## config.mk

```make
export PLATFORM = sky130hd
export DESIGN_NAME = lps_regs
export DESIGN_NICKNAME = d
export VERILOG_FILES = /design/src/pkg/lps_pkg.sv /design/src/core/lps_shadow.sv /design/src/core/lps_regs.sv
export VERILOG_INCLUDE_DIRS = /design/src /design/src/pkg
export SDC_FILE = /design/constraint.sdc
export NUM_CORES = 1
export LEC_CHECK = 0
export ABC_AREA = 1
export BUFFER_PORTS_ARGS = -buffer_cell sky130_fd_sc_hd__buf_2
export CORE_ASPECT_RATIO = 1.5
export CORE_MARGIN = 8
export CORE_UTILIZATION = 60
export CTS_BUF_LIST = sky130_fd_sc_hd__clkbuf_8
export DETAILED_ROUTE_END_ITERATION = 8
export PLACE_DENSITY = 0.83
export RECOVER_POWER = 50
export SLEW_MARGIN = 20
export SYNTH_ARGS = -nofsm -noshare
export SYNTH_HDL_FRONTEND = slang
export SYNTH_HIERARCHICAL = 1
export SYNTH_SLANG_ARGS = --single-unit
```

## constraint.sdc

```tcl
create_clock -name i_clk -period 3.7 [get_ports i_clk]
set_clock_uncertainty 0.2 [all_clocks]
set_input_delay 0.74 -clock i_clk [delete_from_list [all_inputs] [get_ports i_clk]]
set_output_delay 0.74 -clock i_clk [all_outputs]
set_load 0.01 [all_outputs]
```

## src/pkg/lps_defines.svh

```systemverilog
/*
 * Register offsets, field positions, reset values and timing counts of the
 * sensor's upper register bank.
 * Assumes a 125 MHz core clock and an external byte-wide register port.
 */
// Operation
// - Wait stretch bit set makes every wait period twelve times longer.
// - With proximity enabled, a proximity cycle follows every light cycle.
// - Each proximity cycle emits exactly the programmed pulse count at 62.5 kHz.
// - Proximity interval timed from light integration setting, even with light off.
// - Control bits 7:6 set LED drive current, 100 mA down to 12.5 mA.
// - Control bits 5:4 pick photodiode zero, one or both; 00 reserved.
// - Control bits 1:0 set light gain 1x, 8x, 16x or 120x.
// - Read-only identification byte at 0x12, unchanged by writes.
// - Status bit 5 shows proximity interrupt; status is read-only.
// - Status bit 4 shows light interrupt.
// - Status bit 0 sets once a light integration has completed.
// - Light results are 16-bit, low byte first, at 0x14 to 0x17.
// - Low-byte read captures high byte; next high-byte read returns it.
// - Captured high byte stays coherent across later integrations.
// - Proximity result at 0x18/0x19 with the same high-byte capture.
// - Interrupt pin is open drain: drives low only when asserted.
// - Unstretched wait counts in 2.72 ms steps, setting as two's complement.
// - Light interrupt when channel zero leaves the low/high threshold window.
`ifndef LPS_DEFINES_SVH
`define LPS_DEFINES_SVH

// ====================================================================
// Register offsets
`define LPS_OFS_CONFIG      8'h0D
`define LPS_OFS_PULSE       8'h0E
`define LPS_OFS_CONTROL     8'h0F
`define LPS_OFS_ID          8'h12
`define LPS_OFS_STATUS      8'h13
`define LPS_OFS_CH0_LO      8'h14
`define LPS_OFS_CH0_HI      8'h15
`define LPS_OFS_CH1_LO      8'h16
`define LPS_OFS_CH1_HI      8'h17
`define LPS_OFS_PROX_LO     8'h18
`define LPS_OFS_PROX_HI     8'h19

// ====================================================================
// Field positions and masks
`define LPS_CFG_STRETCH_BIT 1
`define LPS_CFG_MASK        8'h02
`define LPS_CTL_MASK        8'hF3
`define LPS_ST_PROX_BIT     5
`define LPS_ST_LIGHT_BIT    4
`define LPS_ST_VALID_BIT    0

// ====================================================================
// Reset values and arbitrary identity
`define LPS_RST_BYTE        8'h00
`define LPS_RST_CONTROL     8'h10
`define LPS_ID_VALUE        8'h5A

// ====================================================================
// Timing: step of 2.72 ms in ns, pulse period 16 us in ns, clock 8 ns
`define LPS_CLK_NS          8
`define LPS_STEP_NS         2720000
`define LPS_PULSE_NS        16000
`define LPS_STRETCH         12
`define LPS_STEP_CYC        (`LPS_STEP_NS / `LPS_CLK_NS)
`define LPS_PULSE_CYC       (`LPS_PULSE_NS / `LPS_CLK_NS)
`define LPS_PULSE_HALF      (`LPS_PULSE_CYC / 2)

`endif

```

## src/pkg/lps_pkg.sv

```systemverilog
/*
 * Types shared by the sensor register bank.
 * Assumes lps_defines.svh supplies all numeric constants.
 */
package lps_pkg;

    typedef enum logic [1:0] {
        LPS_IDLE  = 2'b00,
        LPS_LIGHT = 2'b01,
        LPS_PROX  = 2'b11,
        LPS_WAIT  = 2'b10
    } lps_phase_t;

    typedef struct packed {
        logic [7:0] addr;
        logic [7:0] wdata;
        logic       wr;
        logic       rd;
    } lps_bus_req_t;

    typedef struct packed {
        logic [15:0] ch0;
        logic [15:0] ch1;
        logic [15:0] prox;
        logic        light_done;
        logic        prox_done;
    } lps_result_t;

    typedef struct packed {
        logic [1:0] drive;
        logic [1:0] diode;
        logic [1:0] gain;
        logic       led;
        logic       int_n_oe;
        logic       light_cycle;
        logic       prox_cycle;
    } lps_analog_t;

endpackage

```

## src/core/lps_shadow.sv

```systemverilog
/*
 * Three-entry shadow store of result high bytes captured on low-byte reads.
 * Assumes capture and read strobes are one-cycle pulses on i_clk.
 */
`include "lps_defines.svh"

module lps_shadow (
    // Clock and reset
    input  wire logic       i_clk,
    input  wire logic       i_rst,
    // Capture side
    input  wire logic       i_wr,
    input  wire logic [1:0] i_waddr,
    input  wire logic [7:0] i_wdata,
    // Read side
    input  wire logic [1:0] i_raddr,
    output logic      [7:0] o_rdata
);

    logic [7:0] mem [0:2];

    // ====================================================================
    // Storage
    always_ff @(posedge i_clk) begin
        if (i_rst) begin
            for (int k = 0; k < 3; k++) begin
                mem[k] <= `LPS_RST_BYTE;
            end
            o_rdata <= `LPS_RST_BYTE;
        end else begin
            if (i_wr && i_waddr != 2'h3) begin
                mem[i_waddr] <= i_wdata;
            end
            o_rdata <= (i_raddr == 2'h3) ? `LPS_RST_BYTE : mem[i_raddr];
        end
    end

endmodule // lps_shadow

```

## src/core/lps_regs.sv

```systemverilog
/*
 * Upper register bank of a light and proximity sensor: configuration,
 * pulse count, analog control, identification, status, result bytes with
 * high-byte shadowing, and the measurement sequencer's wait timing.
 * Assumes an external serial engine presents byte reads and writes as
 * one-cycle strobes; results arrive from the analog side, thresholds from the lower registers.
 */
`include "lps_defines.svh"

module lps_regs #(
    parameter int unsigned STEP_CYC  = `LPS_STEP_CYC,
    parameter int unsigned PULSE_CYC = `LPS_PULSE_CYC
) (
    // Clock and reset
    input  wire logic                 i_clk,
    input  wire logic                 i_rst,
    // Register port from the serial engine
    input  wire lps_pkg::lps_bus_req_t i_req,
    output logic               [7:0]  o_rdata,
    output logic                      o_rvalid,
    // Control inputs from lower registers
    input  wire logic                 i_light_en,
    input  wire logic                 i_prox_en,
    input  wire logic                 i_wait_en,
    input  wire logic          [7:0]  i_wait_period_setting,
    input  wire logic          [7:0]  i_light_integration_setting,
    input  wire logic         [15:0]  i_light_low_thresh,
    input  wire logic         [15:0]  i_light_high_thresh,
    input  wire logic                 i_prox_irq_flag,
    input  wire logic                 i_irq_clear,
    // Analog results
    input  wire lps_pkg::lps_result_t i_result,
    // Analog controls and interrupt pin; light interrupt and result-valid flags
    output lps_pkg::lps_analog_t      o_analog,
    output logic                      o_light_irq_flag,
    output logic                      o_light_result_valid
);

    typedef struct packed {
        logic [7:0]          cfg;
        logic [7:0]          pulses;
        logic [7:0]          ctl;
        logic [15:0]         ch0;
        logic [15:0]         ch1;
        logic [15:0]         prox;
        logic                valid;
        logic                light_irq;
        lps_pkg::lps_phase_t phase;
        logic [31:0]         tick;
        logic [8:0]          steps;
        logic [3:0]          stretch;
        logic [8:0]          pulse_left;
        logic [7:0]          rdata;
        logic                rvalid;
        logic [1:0]          rsel;
        logic                led;
    } lps_state_t;

    lps_state_t st;
    lps_state_t next_st;
    logic [7:0] shadow_rdata;
    logic       cap_wr;
    logic [1:0] cap_addr;
    logic [7:0] cap_data;
    logic [1:0] sh_raddr;

    // Maps an address to its shadow slot; 3 means no slot
    function automatic logic [1:0] lps_slot(input logic [7:0] a);
        unique case (a)
            `LPS_OFS_CH0_LO, `LPS_OFS_CH0_HI:   lps_slot = 2'h0;
            `LPS_OFS_CH1_LO, `LPS_OFS_CH1_HI:   lps_slot = 2'h1;
            `LPS_OFS_PROX_LO, `LPS_OFS_PROX_HI: lps_slot = 2'h2;
            default:                            lps_slot = 2'h3;
        endcase
    endfunction

    function automatic logic lps_is_high(input logic [7:0] a);
        lps_is_high = (a == `LPS_OFS_CH0_HI) || (a == `LPS_OFS_CH1_HI)
                   || (a == `LPS_OFS_PROX_HI);
    endfunction

    // ====================================================================
    // Shadow capture: the high byte is frozen at the low-byte read
    always_comb begin
        cap_wr   = i_req.rd && !lps_is_high(i_req.addr) && (lps_slot(i_req.addr) != 2'h3);
        cap_addr = lps_slot(i_req.addr);
        unique case (lps_slot(i_req.addr))
            2'h0:    cap_data = st.ch0[15:8];
            2'h1:    cap_data = st.ch1[15:8];
            2'h2:    cap_data = st.prox[15:8];
            default: cap_data = `LPS_RST_BYTE;
        endcase
        sh_raddr = lps_slot(i_req.addr);
    end

    lps_shadow u_shadow (
        .i_clk   (i_clk),
        .i_rst   (i_rst),
        .i_wr    (cap_wr),
        .i_waddr (cap_addr),
        .i_wdata (cap_data),
        .i_raddr (sh_raddr),
        .o_rdata (shadow_rdata)
    );

    // ====================================================================
    // Next state
    always_comb begin
        next_st        = st;
        next_st.rvalid = 1'b0;
        next_st.rsel   = 2'h0;

        // Register writes; reserved bits are masked off
        if (i_req.wr) begin
            unique case (i_req.addr)
                `LPS_OFS_CONFIG:  next_st.cfg    = i_req.wdata & `LPS_CFG_MASK;
                `LPS_OFS_PULSE:   next_st.pulses = i_req.wdata;
                `LPS_OFS_CONTROL: next_st.ctl    = i_req.wdata & `LPS_CTL_MASK;
                default:          ;
            endcase
        end

        // Register reads: high bytes come from the shadow, with the same latency as st.rdata
        if (i_req.rd) begin
            next_st.rvalid = 1'b1;
            next_st.rsel   = lps_is_high(i_req.addr) ? 2'h1 : 2'h0;
            unique case (i_req.addr)
                `LPS_OFS_CONFIG:  next_st.rdata = st.cfg;
                `LPS_OFS_PULSE:   next_st.rdata = st.pulses;
                `LPS_OFS_CONTROL: next_st.rdata = st.ctl;
                `LPS_OFS_ID:      next_st.rdata = `LPS_ID_VALUE;
                `LPS_OFS_STATUS: begin
                    next_st.rdata = `LPS_RST_BYTE;
                    next_st.rdata[`LPS_ST_PROX_BIT]  = i_prox_irq_flag;
                    next_st.rdata[`LPS_ST_LIGHT_BIT] = st.light_irq;
                    next_st.rdata[`LPS_ST_VALID_BIT] = st.valid;
                end
                `LPS_OFS_CH0_LO:  next_st.rdata = st.ch0[7:0];
                `LPS_OFS_CH1_LO:  next_st.rdata = st.ch1[7:0];
                `LPS_OFS_PROX_LO: next_st.rdata = st.prox[7:0];
                default:          next_st.rdata = `LPS_RST_BYTE;
            endcase
        end

        // Result capture; the shadow keeps read coherence
        if (i_result.light_done) begin
            next_st.ch0   = i_result.ch0;
            next_st.ch1   = i_result.ch1;
            next_st.valid = 1'b1;
            if (i_result.ch0 < i_light_low_thresh || i_result.ch0 > i_light_high_thresh) begin
                next_st.light_irq = 1'b1;
            end
        end
        if (i_result.prox_done) begin
            next_st.prox = i_result.prox;
        end
        // Set wins over clear, even when the flag was already standing
        if (i_irq_clear && !(i_result.light_done
            && (i_result.ch0 < i_light_low_thresh || i_result.ch0 > i_light_high_thresh))) begin
            next_st.light_irq = 1'b0;
        end
        if (!i_light_en && !i_prox_en) begin
            next_st.valid = 1'b0;
        end

        // Measurement sequencer
        next_st.tick = st.tick + 32'd1;
        unique case (st.phase)
            lps_pkg::LPS_IDLE: begin
                next_st.tick = 32'd0;
                next_st.led  = 1'b0;
                if (i_light_en || i_prox_en) begin
                    next_st.phase = lps_pkg::LPS_LIGHT;
                    next_st.steps = 9'(9'h100 - {1'b0, i_light_integration_setting});
                end
            end
            lps_pkg::LPS_LIGHT: begin
                // Interval runs from the integration setting even if light is off
                if (st.tick == STEP_CYC - 1) begin
                    next_st.tick  = 32'd0;
                    next_st.steps = 9'(st.steps - 9'd1);
                    if (st.steps == 9'd1) begin
                        next_st.phase      = i_prox_en ? lps_pkg::LPS_PROX
                                                       : lps_pkg::LPS_WAIT;
                        next_st.pulse_left = {1'b0, st.pulses};
                        next_st.steps      = 9'(9'h100 - {1'b0, i_wait_period_setting});
                        next_st.stretch    = 4'd0;
                    end
                end
            end
            lps_pkg::LPS_PROX: begin
                // One LED pulse per period while pulses remain, high for the first half; the closing period has none
                next_st.led = (st.pulse_left != 9'd0) && (st.tick < PULSE_CYC / 2);
                if (st.tick == PULSE_CYC - 1) begin
                    next_st.tick = 32'd0;
                    if (st.pulse_left != 9'd0) begin
                        next_st.pulse_left = 9'(st.pulse_left - 9'd1);
                    end else begin
                        next_st.phase = lps_pkg::LPS_WAIT;
                    end
                end
            end
            lps_pkg::LPS_WAIT: begin
                next_st.led = 1'b0;
                if (!i_wait_en) begin
                    next_st.phase = lps_pkg::LPS_IDLE;
                end else if (st.tick == STEP_CYC - 1) begin
                    next_st.tick = 32'd0;
                    if (st.cfg[`LPS_CFG_STRETCH_BIT]
                        && st.stretch != 4'(`LPS_STRETCH - 1)) begin
                        next_st.stretch = 4'(st.stretch + 4'd1);
                    end else begin
                        next_st.stretch = 4'd0;
                        next_st.steps   = 9'(st.steps - 9'd1);
                        if (st.steps == 9'd1) begin
                            next_st.phase = lps_pkg::LPS_IDLE;
                        end
                    end
                end
            end
        endcase
    end

    // ====================================================================
    // State register
    always_ff @(posedge i_clk) begin
        if (i_rst) begin
            st       <= '0;
            st.ctl   <= `LPS_RST_CONTROL;
            st.phase <= lps_pkg::LPS_IDLE;
        end else begin
            st <= next_st;
        end
    end

    // ====================================================================
    // Outputs, all registered
    always_ff @(posedge i_clk) begin
        if (i_rst) begin
            o_analog             <= '0;
            o_rdata              <= `LPS_RST_BYTE;
            o_rvalid             <= 1'b0;
            o_light_irq_flag     <= 1'b0;
            o_light_result_valid <= 1'b0;
        end else begin
            o_analog.drive       <= st.ctl[7:6];
            o_analog.diode       <= st.ctl[5:4];
            o_analog.gain        <= st.ctl[1:0];
            o_analog.led         <= st.led;
            o_analog.int_n_oe    <= st.light_irq || i_prox_irq_flag;
            o_analog.light_cycle <= st.phase == lps_pkg::LPS_LIGHT && i_light_en;
            o_analog.prox_cycle  <= st.phase == lps_pkg::LPS_PROX;
            o_rdata              <= st.rsel[0] ? shadow_rdata : st.rdata;
            o_rvalid             <= st.rvalid;
            o_light_irq_flag     <= st.light_irq;
            o_light_result_valid <= st.valid;
        end
    end

endmodule // lps_regs

```

## Word-level counts from Yosys, hierarchy flattened

Memory sizes are Yosys's and may differ from the RTL's. A register that Yosys moved wholly into a read port is not among the register bits.
Cells that the tools add are included.

| word-level totals | value |
|---|---|
| register bits after elaboration | 153 |
| memory bits (writable) | 24 |
| input bits | 123 |
| memories | 1 |

Memories:

| memory | depth | bits a word | read ports | clocked after memory_dff | write ports | RTL line | text |
|---|---|---|---|---|---|---|---|
| u_shadow.mem | 3 | 8 | 1 | 1 | 3 | lps_shadow.sv:20 | `logic [7:0] mem [0:2];` |

| operators by class | value |
|---|---|
| $add $sub $neg | 6 |
| order comparisons | 3 |
| equal/unequal tests | 34 |
| muxes and demuxes | 36 |
| bitwise operators | 1 |
| reduce and logical (&&, ||, !) cells | 42 |

Operators with widths:

| kind | count |
|---|---|
| 34-bit one-hot mux with 4 select lines | 1 |
| 8-bit by 5-bit == test with 1-bit output (second input constant) | 8 |
| 8-bit one-hot mux with 8 select lines | 1 |
| 56-bit 2-to-1 mux | 1 |
| 47-bit 2-to-1 mux | 1 |
| 45-bit 2-to-1 mux | 1 |
| 9-bit 2-to-1 mux | 4 |
| 34-bit 2-to-1 mux | 1 |
| 32-bit by 1-bit adder with 32-bit output (second input constant) | 1 |
| 32-bit by 11-bit == test with 1-bit output (second input constant) | 1 |
| 32-bit by 19-bit == test with 1-bit output (second input constant) | 1 |
| 32-bit by 10-bit < comparator with 1-bit output (second input constant) | 1 |
| 9-bit one-hot mux with 3 select lines | 1 |
| 8-bit by 4-bit == test with 1-bit output (second input constant) | 3 |
| 8-bit one-hot mux with 3 select lines | 1 |
| 22-bit 2-to-1 mux | 1 |
| 2-bit != test (second input constant) | 10 |
| 9-bit one-hot mux with 2 select lines | 1 |
| 9-bit by 1-bit subtractor with 9-bit output (second input constant) | 2 |
| 9-bit by 8-bit subtractor with 9-bit output (first input constant) | 2 |
| 16-bit greater-than comparator | 1 |
| 16-bit < comparator | 1 |
| 8-bit 2-to-1 mux | 2 |
| 2-bit OR reduction | 8 |
| other kinds (26) | 67 |

## Longest topological paths before layout

Gate-level depths: netlist of the first run.

| logic depth | value |
|---|---|
| depth after elaboration | 12 |
| gate-level depth with buffers | 14 |

## Hierarchy

The synthesis of the first run kept the hierarchy.

Modules (own cells, without submodules):

| module | times used | cells an instance | area an instance (µm²) |
|---|---|---|---|
| lps_regs | 1 | 1330 | 8821.0 |
| lps_shadow | 1 | 179 | 1850.5 |

## Least setup slack after synthesis of the first run

No wires, ideal clock.

| timing | value |
|---|---|
| path kind | input port to flip-flop |
| start | input port i_req[17] (netlist name) |
| end | memory u_shadow.mem[0][0] (enable) |
| setup time | 0.329 ns |
| arrival | 2.421 ns |
| setup slack | 0.751 ns |
| stages on the path | 10 |
| path buffers | 0 |
| cell sequence | nor2_1 > nand2_1 > nor2_4 > nand2_1 > nor2_1 > nor3_1 > or2_2 > inv_1 > nand3_2 > nand2_1 |

RTL lines:

| what | RTL line | text |
|---|---|---|
| start: declaration | lps_regs.sv:18 | `input wire lps_pkg::lps_bus_req_t i_req,` |
| end: declaration | lps_shadow.sv:20 |  |

## Worst setup path in the final report of the first run

| timing | value |
|---|---|
| start | input port i_req[17] (netlist name) |
| end | register u_shadow.o_rdata[6] (read register of u_shadow.mem) |

| on the way | value |
|---|---|
| longest elaborated chain between the ends | 5 |

Ends and longest elaborated chain:

| what | RTL line | text |
|---|---|---|
| 8-bit by 5-bit == test with 1-bit output | n/a |  |
| 2-bit OR reduction | n/a |  |
| 2-bit one-hot mux with 3 select lines (*) | n/a |  |
| via cap_addr[1] | lps_regs.sv:63 | `logic [1:0] cap_addr;` |
| 2-bit == test | lps_shadow.sv:34 | `` o_rdata <= (i_raddr == 2'h3) ? `LPS_RST_BYTE : mem[i_raddr]; `` |
| 2-bit OR reduction (no line) | n/a |  |
| end: declaration | lps_shadow.sv:17 | `output logic [7:0] o_rdata` |

Mark *: on every way through the listed nets, which the timed path passes. The rest lies on a longest branch.
A chain may end at the register's enable or synchronous reset.

==> results of run 1 <==
-- state kept, by name (all words and copies together), names as in the netlist --
signal and cells:
o_rdata 8, u_shadow/mem 32, o_analog 10, u_shadow/o_rdata 8, o_light_irq_flag 1, o_rvalid 1, st 132, o_light_result_valid 1
-- per-stage QoR --
| stage | cells | power (mW) | area [um2] |
|---|---|---|---|
| 5_1_grt | 1870 | 5.30 | 11800 |
| 3_5_place_dp | 1838 | 3.64 | 11500 |
| 6_report | 1872 | 5.02 | 11800 |
| 2_1_floorplan | 1516 | 3.33 | 10700 |
| 3_3_place_gp | 1838 | 3.61 | 11500 |
| 4_1_cts | 1870 | 5.03 | 11900 |
-- per-layer routing --
layer	up-vias	share of wire [%]	track usage (%)
met1	4572	36	23.0
met4	0	4.6	14.1
li1	5066	-	-
met5	-	0	0
met2	347	54	49.0
met3	89	5.5	4.92
-- layout by cell type (no fill, tap or decap), drive strengths merged, types with 8 or more instances in the layout --
cell | synthesis | layout
clkbuf | 28 | 44
nand3 | 99 | 99
a21oi | 71 | 71
inv | 195 | 200
nand2 | 311 | 311
clkinv | 2 | 8
dfxtp | 161 | 161
buf | 15 | 126
nand4 | 32 | 32
xor2 | 28 | 28
nor2 | 328 | 328
nor3 | 25 | 25
xnor2 | 8 | 8
ha | 44 | 44
conb | 1 | 8
edfxtp | 32 | 32
o21ai | 110 | 110
-- worst min path at each step --
stage,startpoint,endpoint,slack [ns]
floorplan,st[3]$_SDFF_PP0_,o_rvalid$_SDFF_PP0_,0.19
global placement,st[3]$_SDFF_PP0_,o_rvalid$_SDFF_PP0_,0.22
detailed placement,st[3]$_SDFF_PP0_,o_rvalid$_SDFF_PP0_,0.22
CTS,st[3]$_SDFF_PP0_,o_rvalid$_SDFF_PP0_,0.24
global route,st[3]$_SDFF_PP0_,o_rvalid$_SDFF_PP0_,0.24
finish,st[3]$_SDFF_PP0_,o_rvalid$_SDFF_PP0_,0.23
-- layout make-up --
class / count / area (um2)
clock inverters: 14 / 161
inverters: 197 / 752
flip-flops and latches: 193 / 4180
multi-input cells: 1083 / 5480
fillers: 1536 / 5580
diodes: 2 / 5.00
clock buffers: 18 / 248
repair buffers: 152 / 743
well taps: 213 / 267
-- cell families (layout without fill, tap and decap cells) --
kind of cell,after synthesis,after routing
AND/OR/NAND/NOR,808,808
buffers and inverters,240,381
flip-flops,193,193
AO/OA/AOI/OAI,187,187
adder cells (fa/ha/maj),44,44
XOR/XNOR,36,36
other,1,10
-- worst reg2reg max path, cell delays in order (launching register included) --
cell and delay (ns):
dfxtp_1 0.42, ha_1 0.21, nand2_2 0.08, nor2_4 0.17, inv_4 0.08, nor2_1 0.17
nand2_4 0.09, nor2_1 0.61, nand3_1 0.47, a21oi_1 0.24, nor3b_1 0.07
-- report_power, final --
part	switching (mW)	total, mW	internal, mW
clock	0.739	1.42	0.684
sequential	0.0936	2.35	2.25
combinational	0.815	1.25	0.433
==> qor.yml, run 1 <==
drt-total-wl_um: 27500
first_iter_violations: 716
post_synth_fa_ha_maj_area_fraction_pct: 5.16
worstMarginPinSlew_ns: 2.01
crit_path_max_fanout: 17
synthMuxAreaShare_pct: 0
die-width_um: 125
gpl.final_weighted_congestion: 0.981
grt_antenna_before_repair: 1
ff2ff_path_depth: 10
final.setup.tns_ns: 0
start_util_pct: 61.3
finalCriticalPeriod_ns: 3.14
synth_xor_area_share_pct: 2.95
postLayoutSetupSlackWorst_ns: 0.561
ys_dominant_reg_cell: "dfxtp_1"
number_of_nets_at_the_end_of_the_flow: 1811
timing.slew.headroom_pct: -34.2
cts_tree: "built"
violations: "capacitance limit, slew limit"
critical_path.reg2reg.startpoint: "st[34]$_SDFF_PP0_"
timing_max_transition_violations_final: 95
synth_commonest_cells: "nor2_1, nand2_1, inv_1"
setup_viol: 0
dp_hpwl_um: 21500
synth.most_common_cell: "nor2_1"
whs_path_depth: 2
synth_cell_types: 49
startpoint_type: "primary input"
flip_flop_and_latch_count_after_synthesis: 193
criticalPathCategory: "primary input to flop"
cts_repair_resize_count: 0
grt_setup_unrepaired: "no"
power.ir.vdd_worst_v: 0.000363
cp_top_family: "simple AND/OR/NAND/NOR gates"
syn_avg_cell_area_um2: 7.07
placement_rows: 59
synthSimpleGateAreaFrac_pct: 34.0
critical_path_depth: 13
path_clk_slew_ns: 0.09
grt_pass1_vias: 9895
finalHoldViolCount: 0
design.die.area_um2: 22400
worst_r2r_endpoint: "st[22]$_SDFFE_PP0P_"
grt_max_degree: 55
chipHeight_um: 179
upper_clock_frequency_limit_mhz: 319
hold_buffers: 0
critPathCaptureType: "flop"
post-cts-setup-buffers: 0
critPathSlowestCell: "nor2_1"
timing.critical_path.cells: "buf_2 > nor2_1 > nand2_1 > nor2_1 > nand3_1 > buf_4 > nor2_2 > clkbuf_1 > or2_2 > buf_4 > inv_6 > o21ai_4 > a21oi_2"
cts_buffer_depth: 2
yosys-top-cells-area: "dfxtp_1, nor2_1, nand2_1"
dr_total_vias: 10100
regToRegSetupSlack_ns: 0.73
finalCritPeriodShare_pct: 84.8
synth.yosys.warnings: 6
seq_area_frac_synth_pct: 39.2
grtUsageTotal_pct: 24.6
drcViolationCount: 0
critical_path.startpoint: "i_req[17]"
port_buffers: 143
p_leak_nw: 5.32
synthesized_area_fraction_occupied_by_ao_oa_aoi_and_oai_cells_pct: 9.49
worst-endpoint-arrival_ns: 3.30
avgViaCountPerCell: 5.38
floorplan.io_pins: 144
powerDensity_nw_per_um2: 424
grt_pass1_wl_um: 44800
clk-insertion-delay-late_ns: 0.48
cts-buffers-inserted: 17
pre_cts_slack_ns: 0.395
run_status: "finished, violations left"
asyncSetResetFlopFracSynth_pct: 0
core_area_um2: 17400
hold_slack_ns: 0.232
main_combinational_cell_family_by_area_after_synthesis: "simple AND/OR/NAND/NOR gates"
number_of_flops_mapped_to_enable_cells_by_yosys: 32
worstPathBufferInverterCount: 5
synth_area_um2: 10700
global_route.overflow_total: 0
tritoncts_num_sinks: 193
avgRoutedWirePerCell_um: 14.7
drive_above_1_share_pct: 14.3
h_tree_level_count: 4
min-delay-path-class: "flop to flop"
clock_tree_root_driver_cell: "clkbuf_8"
synthToLayoutAreaGrowth_pct: 11.0
crit_end: "u_shadow/o_rdata[6]$_SDFF_PP0_"
postLayoutCoreUtil_pct: 68.0
post_synth_inst_count: 1509
detail_route_antenna_nets: 0
drt-pass1-iter-count: 6
synth_largest_type_area_fraction_pct: 30.2
crit_required_ns: 3.86
max_cap_violations: 2
post-synth-top-area-cell: "dfxtp_1"
crit_path_max_incr_delay_ns: 0.36
No activity file was read; power rests on OpenSTA's default activity.
==> run 2, diff against run 1 <==
CORE_UTILIZATION = 54   (was 60)
PLACE_DENSITY = 0.79   (was 0.83)
clock period = 2.6 ns   (was 3.7 ns; I/O delays follow)
==> qor.yml, run 2 (synthesis gave the netlist of run 1 again) <==
cts_repair_resize_count: 0  # unchanged
diode_insertion_count_for_antenna_repair: 0  # was 2
worstMarginPinSlew_ns: 1.03  # was 2.01 ns
grtUsageTotal_pct: 23.2  # was 24.6%
drive_above_1_share_pct: 15.9  # was 14.3%
max_cap_violations: 0  # was 2
drt-pass1-iter-count: 5  # was 6
tritoncts_num_sinks: 193  # unchanged
placement_rows: 63  # was 59
post-cts-setup-buffers: 0  # unchanged
grt_antenna_before_repair: 3  # was 1
floorplan.io_pins: 144  # unchanged
clk-insertion-delay-late_ns: 0.47  # was 0.48 ns
largest_reg_flops: 132  # unchanged
clock_tree_root_driver_cell: "clkbuf_8"  # unchanged
grt.met1_usage_pct: 22.6  # was 23.0%
post_dp_cell_area_um2: 11800  # was 11500 um2
timing_max_transition_violations_final: 0  # was 95
postLayoutCoreUtil_pct: 62.2  # was 68.0%
final_common_cell: "nor2_1"  # unchanged
criticalPathCategory: "flop to flop"  # was primary input to flop
mostFrequentLayoutCells: "nor2_1, nand2_1, inv_1, dfxtp_1, buf_2"  # unchanged
crit_path_max_fanout: 32  # was 17
drcViolationCount: 0  # unchanged
avgRoutedWirePerCell_um: 14.5  # was 14.7 um
finalCriticalPeriod_ns: 2.30
startpoint_type: "flop"  # was primary input
number_of_nets_at_the_end_of_the_flow: 1831  # was 1811
finish.instance_area_um2: 12200  # was 11800 um2
dr_total_vias: 10000  # was 10100
met2_usage_pct: 44.3  # was 49.0%
grt_pass1_wl_um: 45400  # was 44800 um
grt_max_degree: 43  # was 55
cts-buffers-inserted: 17  # unchanged
grt_setup_unrepaired: "no"  # unchanged
port_buffers: 143  # unchanged
crit_required_ns: 2.75  # was 3.86 ns
post_layout_nonfiller_instances: 1936  # was 1872
crit_path_max_incr_delay_ns: 0.43  # was 0.36 ns
h_tree_level_count: 4  # unchanged
start_util_pct: 54.6  # was 61.3%
finalCritPeriodShare_pct: 88.6
worst-endpoint-arrival_ns: 2.45  # was 3.30 ns
detail_route_antenna_nets: 0  # unchanged
design.die.area_um2: 24600  # was 22400 um2
timing.slew.headroom_pct: 31.2  # was -34.2%
min-delay-path-class: "primary input to flop"  # was flop to flop
global_route.overflow_total: 0  # unchanged
timing.critical_path.cells: "inv_1 > ha_1 > clkbuf_1 > nor2_1 > inv_1 > nand2_1 > nand2_1 > nand3_1 > buf_4 > nor2_1"  # was buf_2 > nor2_1 > nand2_1 > nor2_1 > nand3_1 > buf_4 > nor2_2 > clkbuf_1 > or2_2 > buf_4 > inv_6 > o21ai_4 > a21oi_2
powerDensity_nw_per_um2: 600  # was 424 nW/um2
run_status: "finished clean"  # was finished, violations left
groute.layer.met3.usage_pct: 4.10  # was 4.92%
grt-busiest-layer: "met2"  # unchanged
critPathCaptureType: "flop"  # unchanged
core_area_um2: 19500  # was 17400 um2
gpl.final_weighted_congestion: 0.912  # was 0.981
avgViaCountPerCell: 5.17  # was 5.38
critPathSlowestCell: "dfxtp_1"  # was nor2_1
die-width_um: 131  # was 125 um
first_iter_violations: 455  # was 716
finalHoldViolCount: 0  # unchanged
p_leak_nw: 5.46  # was 5.32 nW
power.ir.vdd_worst_v: 0.000338  # was 0.000363 V
cts_tree: "built"  # unchanged
largest-register: "st"  # unchanged
setup_viol: 0  # unchanged
hold_buffers: 0  # unchanged
drt-total-wl_um: 28000  # was 27500 um
cts_buffer_depth: 2  # unchanged
placed_cells_incl_taps: 1905  # was 1838
path_clk_slew_ns: 0.10  # was 0.09 ns
upper_clock_frequency_limit_mhz: 434
grt_pass1_vias: 9923  # was 9895
synthToLayoutAreaGrowth_pct: 13.9  # was 11.0%
dp_hpwl_um: 22500  # was 21500 um
chipHeight_um: 188  # was 179 um
largestRegisters: "st x132, u_shadow/mem x32, o_analog x10"  # unchanged
-- run 2: cell types whose count changed in the layout (fill, tap and decap cells not counted), sizes merged --
cell,change
clkinvlp,+1
buf,+17
diode,-2
bufinv,+1
clkbuf,+3
clkinv,-3
-- run 2: path summary, 6_finish.rpt --
| kind | start | end | cells past startpoint | slack [ns] |
|---|---|---|---|---|
| setup reg to reg | st[67]$_SDFFE_PP0P_ | st[58]$_SDFF_PP0_ | 10 | 0.30 |
| hold / removal | i_result[33] | st[101]$_SDFFE_PP0P_ | 3 | 0.08 |
| hold reg to reg | st[0]$_SDFFE_PP0P_ | o_analog[3]$_SDFF_PP0_ | 2 | 0.23 |
| setup / recovery | st[67]$_SDFFE_PP0P_ | st[58]$_SDFF_PP0_ | 10 | 0.30 |
-- run 2: layout make-up --
type                    instances  area, um2
inverters                     197        752
repair buffers                172        910
well taps                     260        325
fillers                      1838       7400
clock inverters                13        185
clock buffers                  18        248
flip-flops and latches        193       4180
multi-input cells            1083       5550
-- run 2: per-layer routing --
layer	share of wire [%]	vias to the layer above	wire, um
met1	36	4560	10200
met3	4.6	79	1290
li1	-	5094	-
met5	0.11	-	32
met4	4.3	6	1200
met2	54	269	15300
-- run 2: critical path, delay by kind of cell, from the launching register on --
family / cells / cell delay [ns]
buffers and inverters: 4 / 0.76
flip-flops: 1 / 0.43
adder cells (fa/ha/maj): 1 / 0.21
AND/OR/NAND/NOR: 5 / 0.56
-- run 2: metrics by stage --
step / setup WS (ns) / setup TNS (ns) / power, mW / hold slack (ns)
floorplan: 0.00394 / 0 / 4.74 / 0.188
global placement: 0.0333 / 0 / 5.18 / 0.215
detailed placement: -0.0230 / -0.289 / 5.22 / 0.218
CTS: 0.345 / 0 / 7.32 / 0.0493
global route: 0.104 / 0 / 7.70 / 0.0568
finish: 0.297 / 0 / 7.29 / 0.0758
-- run 2: where the power goes --
part / leakage [nW] / internal [mW] / switching, mW
Sequential: 1.65 / 3.21 / 0.128
Combinational: 3.59 / 0.643 / 1.18
Clock: 0.221 / 1.07 / 1.05
==> run 3, diff against run 2 <==
CELL_PAD_IN_SITES_DETAIL_PLACEMENT = 0   (was not set)
CELL_PAD_IN_SITES_GLOBAL_PLACEMENT = 2   (was not set)
CORE_UTILIZATION = 30   (was 54)
PLACE_DENSITY = not set   (was 0.79)
PLACE_DENSITY_LB_ADDON = 0.1   (was not set)
==> qor.yml, run 3 (synthesis gave the netlist of run 1 again) <==
run_status: "finished clean"  # unchanged
drt-pass1-iter-count: 4  # was 5
avgViaCountPerCell: 4.50  # was 5.17
synthToLayoutAreaGrowth_pct: 18.6  # was 13.9%
grtUsageTotal_pct: 17.0  # was 23.2%
crit_required_ns: 2.80  # was 2.75 ns
clk-insertion-delay-late_ns: 0.51  # was 0.47 ns
cts_repair_resize_count: 0  # unchanged
placed_cells_incl_taps: 2137  # was 1905
final_common_cell: "nor2_1"  # unchanged
global_route.overflow_total: 0  # unchanged
chipHeight_um: 247  # was 188 um
drcViolationCount: 0  # unchanged
gpl.final_weighted_congestion: 0.823  # was 0.912
mostFrequentLayoutCells: "nor2_1, nand2_1, inv_1, dfxtp_1, buf_2"  # unchanged
first_iter_violations: 465  # was 455
timing_max_transition_violations_final: 0  # unchanged
grt_max_degree: 60  # was 43
drive_above_1_share_pct: 16.7  # was 15.9%
drt-total-wl_um: 34700  # was 28000 um
worstMarginPinSlew_ns: 0.969  # was 1.03 ns
tritoncts_num_sinks: 193  # unchanged
p_leak_nw: 5.59  # was 5.46 nW
grt_setup_unrepaired: "no"  # unchanged
cts_tree: "built"  # unchanged
cts_buffer_depth: 2  # unchanged
core_area_um2: 35100  # was 19500 um2
regToRegSetupSlack_ns: 0.32  # was 0.30 ns
worst_r2r_endpoint: "st[20]$_SDFFE_PP0P_"  # was st[58]$_SDFF_PP0_
floorplan.io_pins: 144  # unchanged
min-delay-path-class: "primary input to flop"  # unchanged
crit_path_max_fanout: 16  # was 32
dp_hpwl_um: 28200  # was 22500 um
die-width_um: 170  # was 131 um
grt_pass1_vias: 10100  # was 9923
grt_antenna_before_repair: 1  # was 3
post_layout_nonfiller_instances: 2182  # was 1936
setup_viol: 0  # unchanged
number_of_nets_at_the_end_of_the_flow: 1862  # was 1831
h_tree_level_count: 4  # unchanged
clock_tree_root_driver_cell: "clkbuf_8"  # unchanged
postLayoutSetupSlackWorst_ns: 0.320  # was 0.297 ns
max_cap_violations: 0  # unchanged
criticalPathCategory: "primary input to flop"  # was flop to flop
upper_clock_frequency_limit_mhz: 439  # was 434 MHz
critPathCaptureType: "flop"  # unchanged
start_util_pct: 30.4  # was 54.6%
finalHoldViolCount: 0  # unchanged
finalCritPeriodShare_pct: 87.7  # was 88.6%
design.die.area_um2: 42000  # was 24600 um2
port_buffers: 143  # unchanged
critical_path.startpoint: "i_req[17]"  # was st[67]$_SDFFE_PP0P_
path_clk_slew_ns: 0.11  # was 0.10 ns
dr_total_vias: 9828  # was 10000
largest-register: "st"  # unchanged
cts-buffers-inserted: 17  # unchanged
crit_end: "u_shadow/o_rdata[0]$_SDFF_PP0_"  # was st[58]$_SDFF_PP0_
timing.slew.headroom_pct: 35.4  # was 31.2%
detail_route_antenna_nets: 0  # unchanged
critical_path.reg2reg.startpoint: "st[34]$_SDFF_PP0_"  # was st[67]$_SDFFE_PP0P_
startpoint_type: "primary input"  # was flop
grt_pass1_wl_um: 54800  # was 45400 um
finalCriticalPeriod_ns: 2.28  # was 2.30 ns
largestRegisters: "st x132, u_shadow/mem x32, o_analog x10"  # unchanged
placement_rows: 84  # was 63
largest_reg_flops: 132  # unchanged
ff2ff_path_depth: 12  # was 10
avgRoutedWirePerCell_um: 15.9  # was 14.5 um
pre_cts_slack_ns: -0.00890  # was -0.0230 ns
powerDensity_nw_per_um2: 584  # was 600 nW/um2
worst-endpoint-arrival_ns: 2.48  # was 2.45 ns
power.ir.vdd_worst_v: 0.000269  # was 0.000338 V
==> run 3: changes by cell type in the layout (fill, tap and decap cells not counted), moves of 2 or more <==
cell	previous run	this run
inv_6	5	3
inv_8	0	6
clkinv_4	2	4
clkbuf_4	1	3
bufinv_16	4	1
buf_4	20	39
dlygate4sd3_1	0	12
clkinv_2	2	0
==> run 3: stage by stage <==
step | instance area [um2] | hold WS, ns | utilization [%] | TNS, ns | power [mW]
after floorplan | 10700 | 0.188 | - | 0 | 4.74
after global placement | 12200 | 0.201 | 34.7 | 0 | 5.46
final | 12700 | 0.0402 | 36.1 | 0 | 7.39
after detailed placement | 12200 | 0.209 | 34.7 | -0.0698 | 5.45
after global routing | 12700 | 0.00302 | 36.1 | 0 | 7.92
after CTS | 12700 | 0.00174 | 36.2 | 0 | 7.56
==> run 3: power by group <==
group          switching, mW  internal [mW]
combinational           1.28          0.723
sequential             0.128           3.21
clock                   1.25          0.808
==> run 3: worst min path at each step <==
stage | startpoint | end | slack, ns | depth (start not counted)
floorplan | st[3]$_SDFF_PP0_ | o_rvalid$_SDFF_PP0_ | 0.19 | 2
global placement | st[3]$_SDFF_PP0_ | o_rvalid$_SDFF_PP0_ | 0.20 | 2
detailed placement | st[3]$_SDFF_PP0_ | o_rvalid$_SDFF_PP0_ | 0.21 | 2
CTS | i_result[10] | st[78]$_SDFFE_PP0P_ | 0.002 | 3
global route | i_result[10] | st[78]$_SDFFE_PP0P_ | 0.003 | 3
finish | i_result[10] | st[78]$_SDFFE_PP0P_ | 0.04 | 3
==> run 3: area by class of cell <==
class	count	area [um2]
antenna	1	2.50
clock buffer	17	234
clock inverter	15	169
fill	3965	22400
inverter	197	752
multi-input combinational	1083	5550
sequential	193	4180
tap	473	592
timing repair buffer	203	1180
==> run 3: what timing repair did <==
action                    in CTS  in global routing
buffers inserted               0                  0
hold endpoints to repair      12                  0
hold buffers                  12                  0
==> run 3: worst max-delay path: stages <==
cell,delay [ns]
buf_2,0.09
nor2_1,0.09
nand2_1,0.12
nor2_4,0.13
nand3_1,0.22
nor2_4,0.15
clkbuf_1,0.35
or2_2,0.25
buf_12,0.11
buf_4,0.20
nand2_1,0.07
nand3_1,0.10
a21oi_2,0.06
==> run 3: per-layer routing <==
| metal | GRT usage, % | wire (um) | vias up |
|---|---|---|---|
| met5 | 0 | 0 | - |
| met4 | 6.96 | 1110 | 0 |
| met3 | 2.84 | 926 | 42 |
| met2 | 32.6 | 18800 | 158 |
| met1 | 17.8 | 13900 | 4463 |
| li1 | - | - | 5165 |
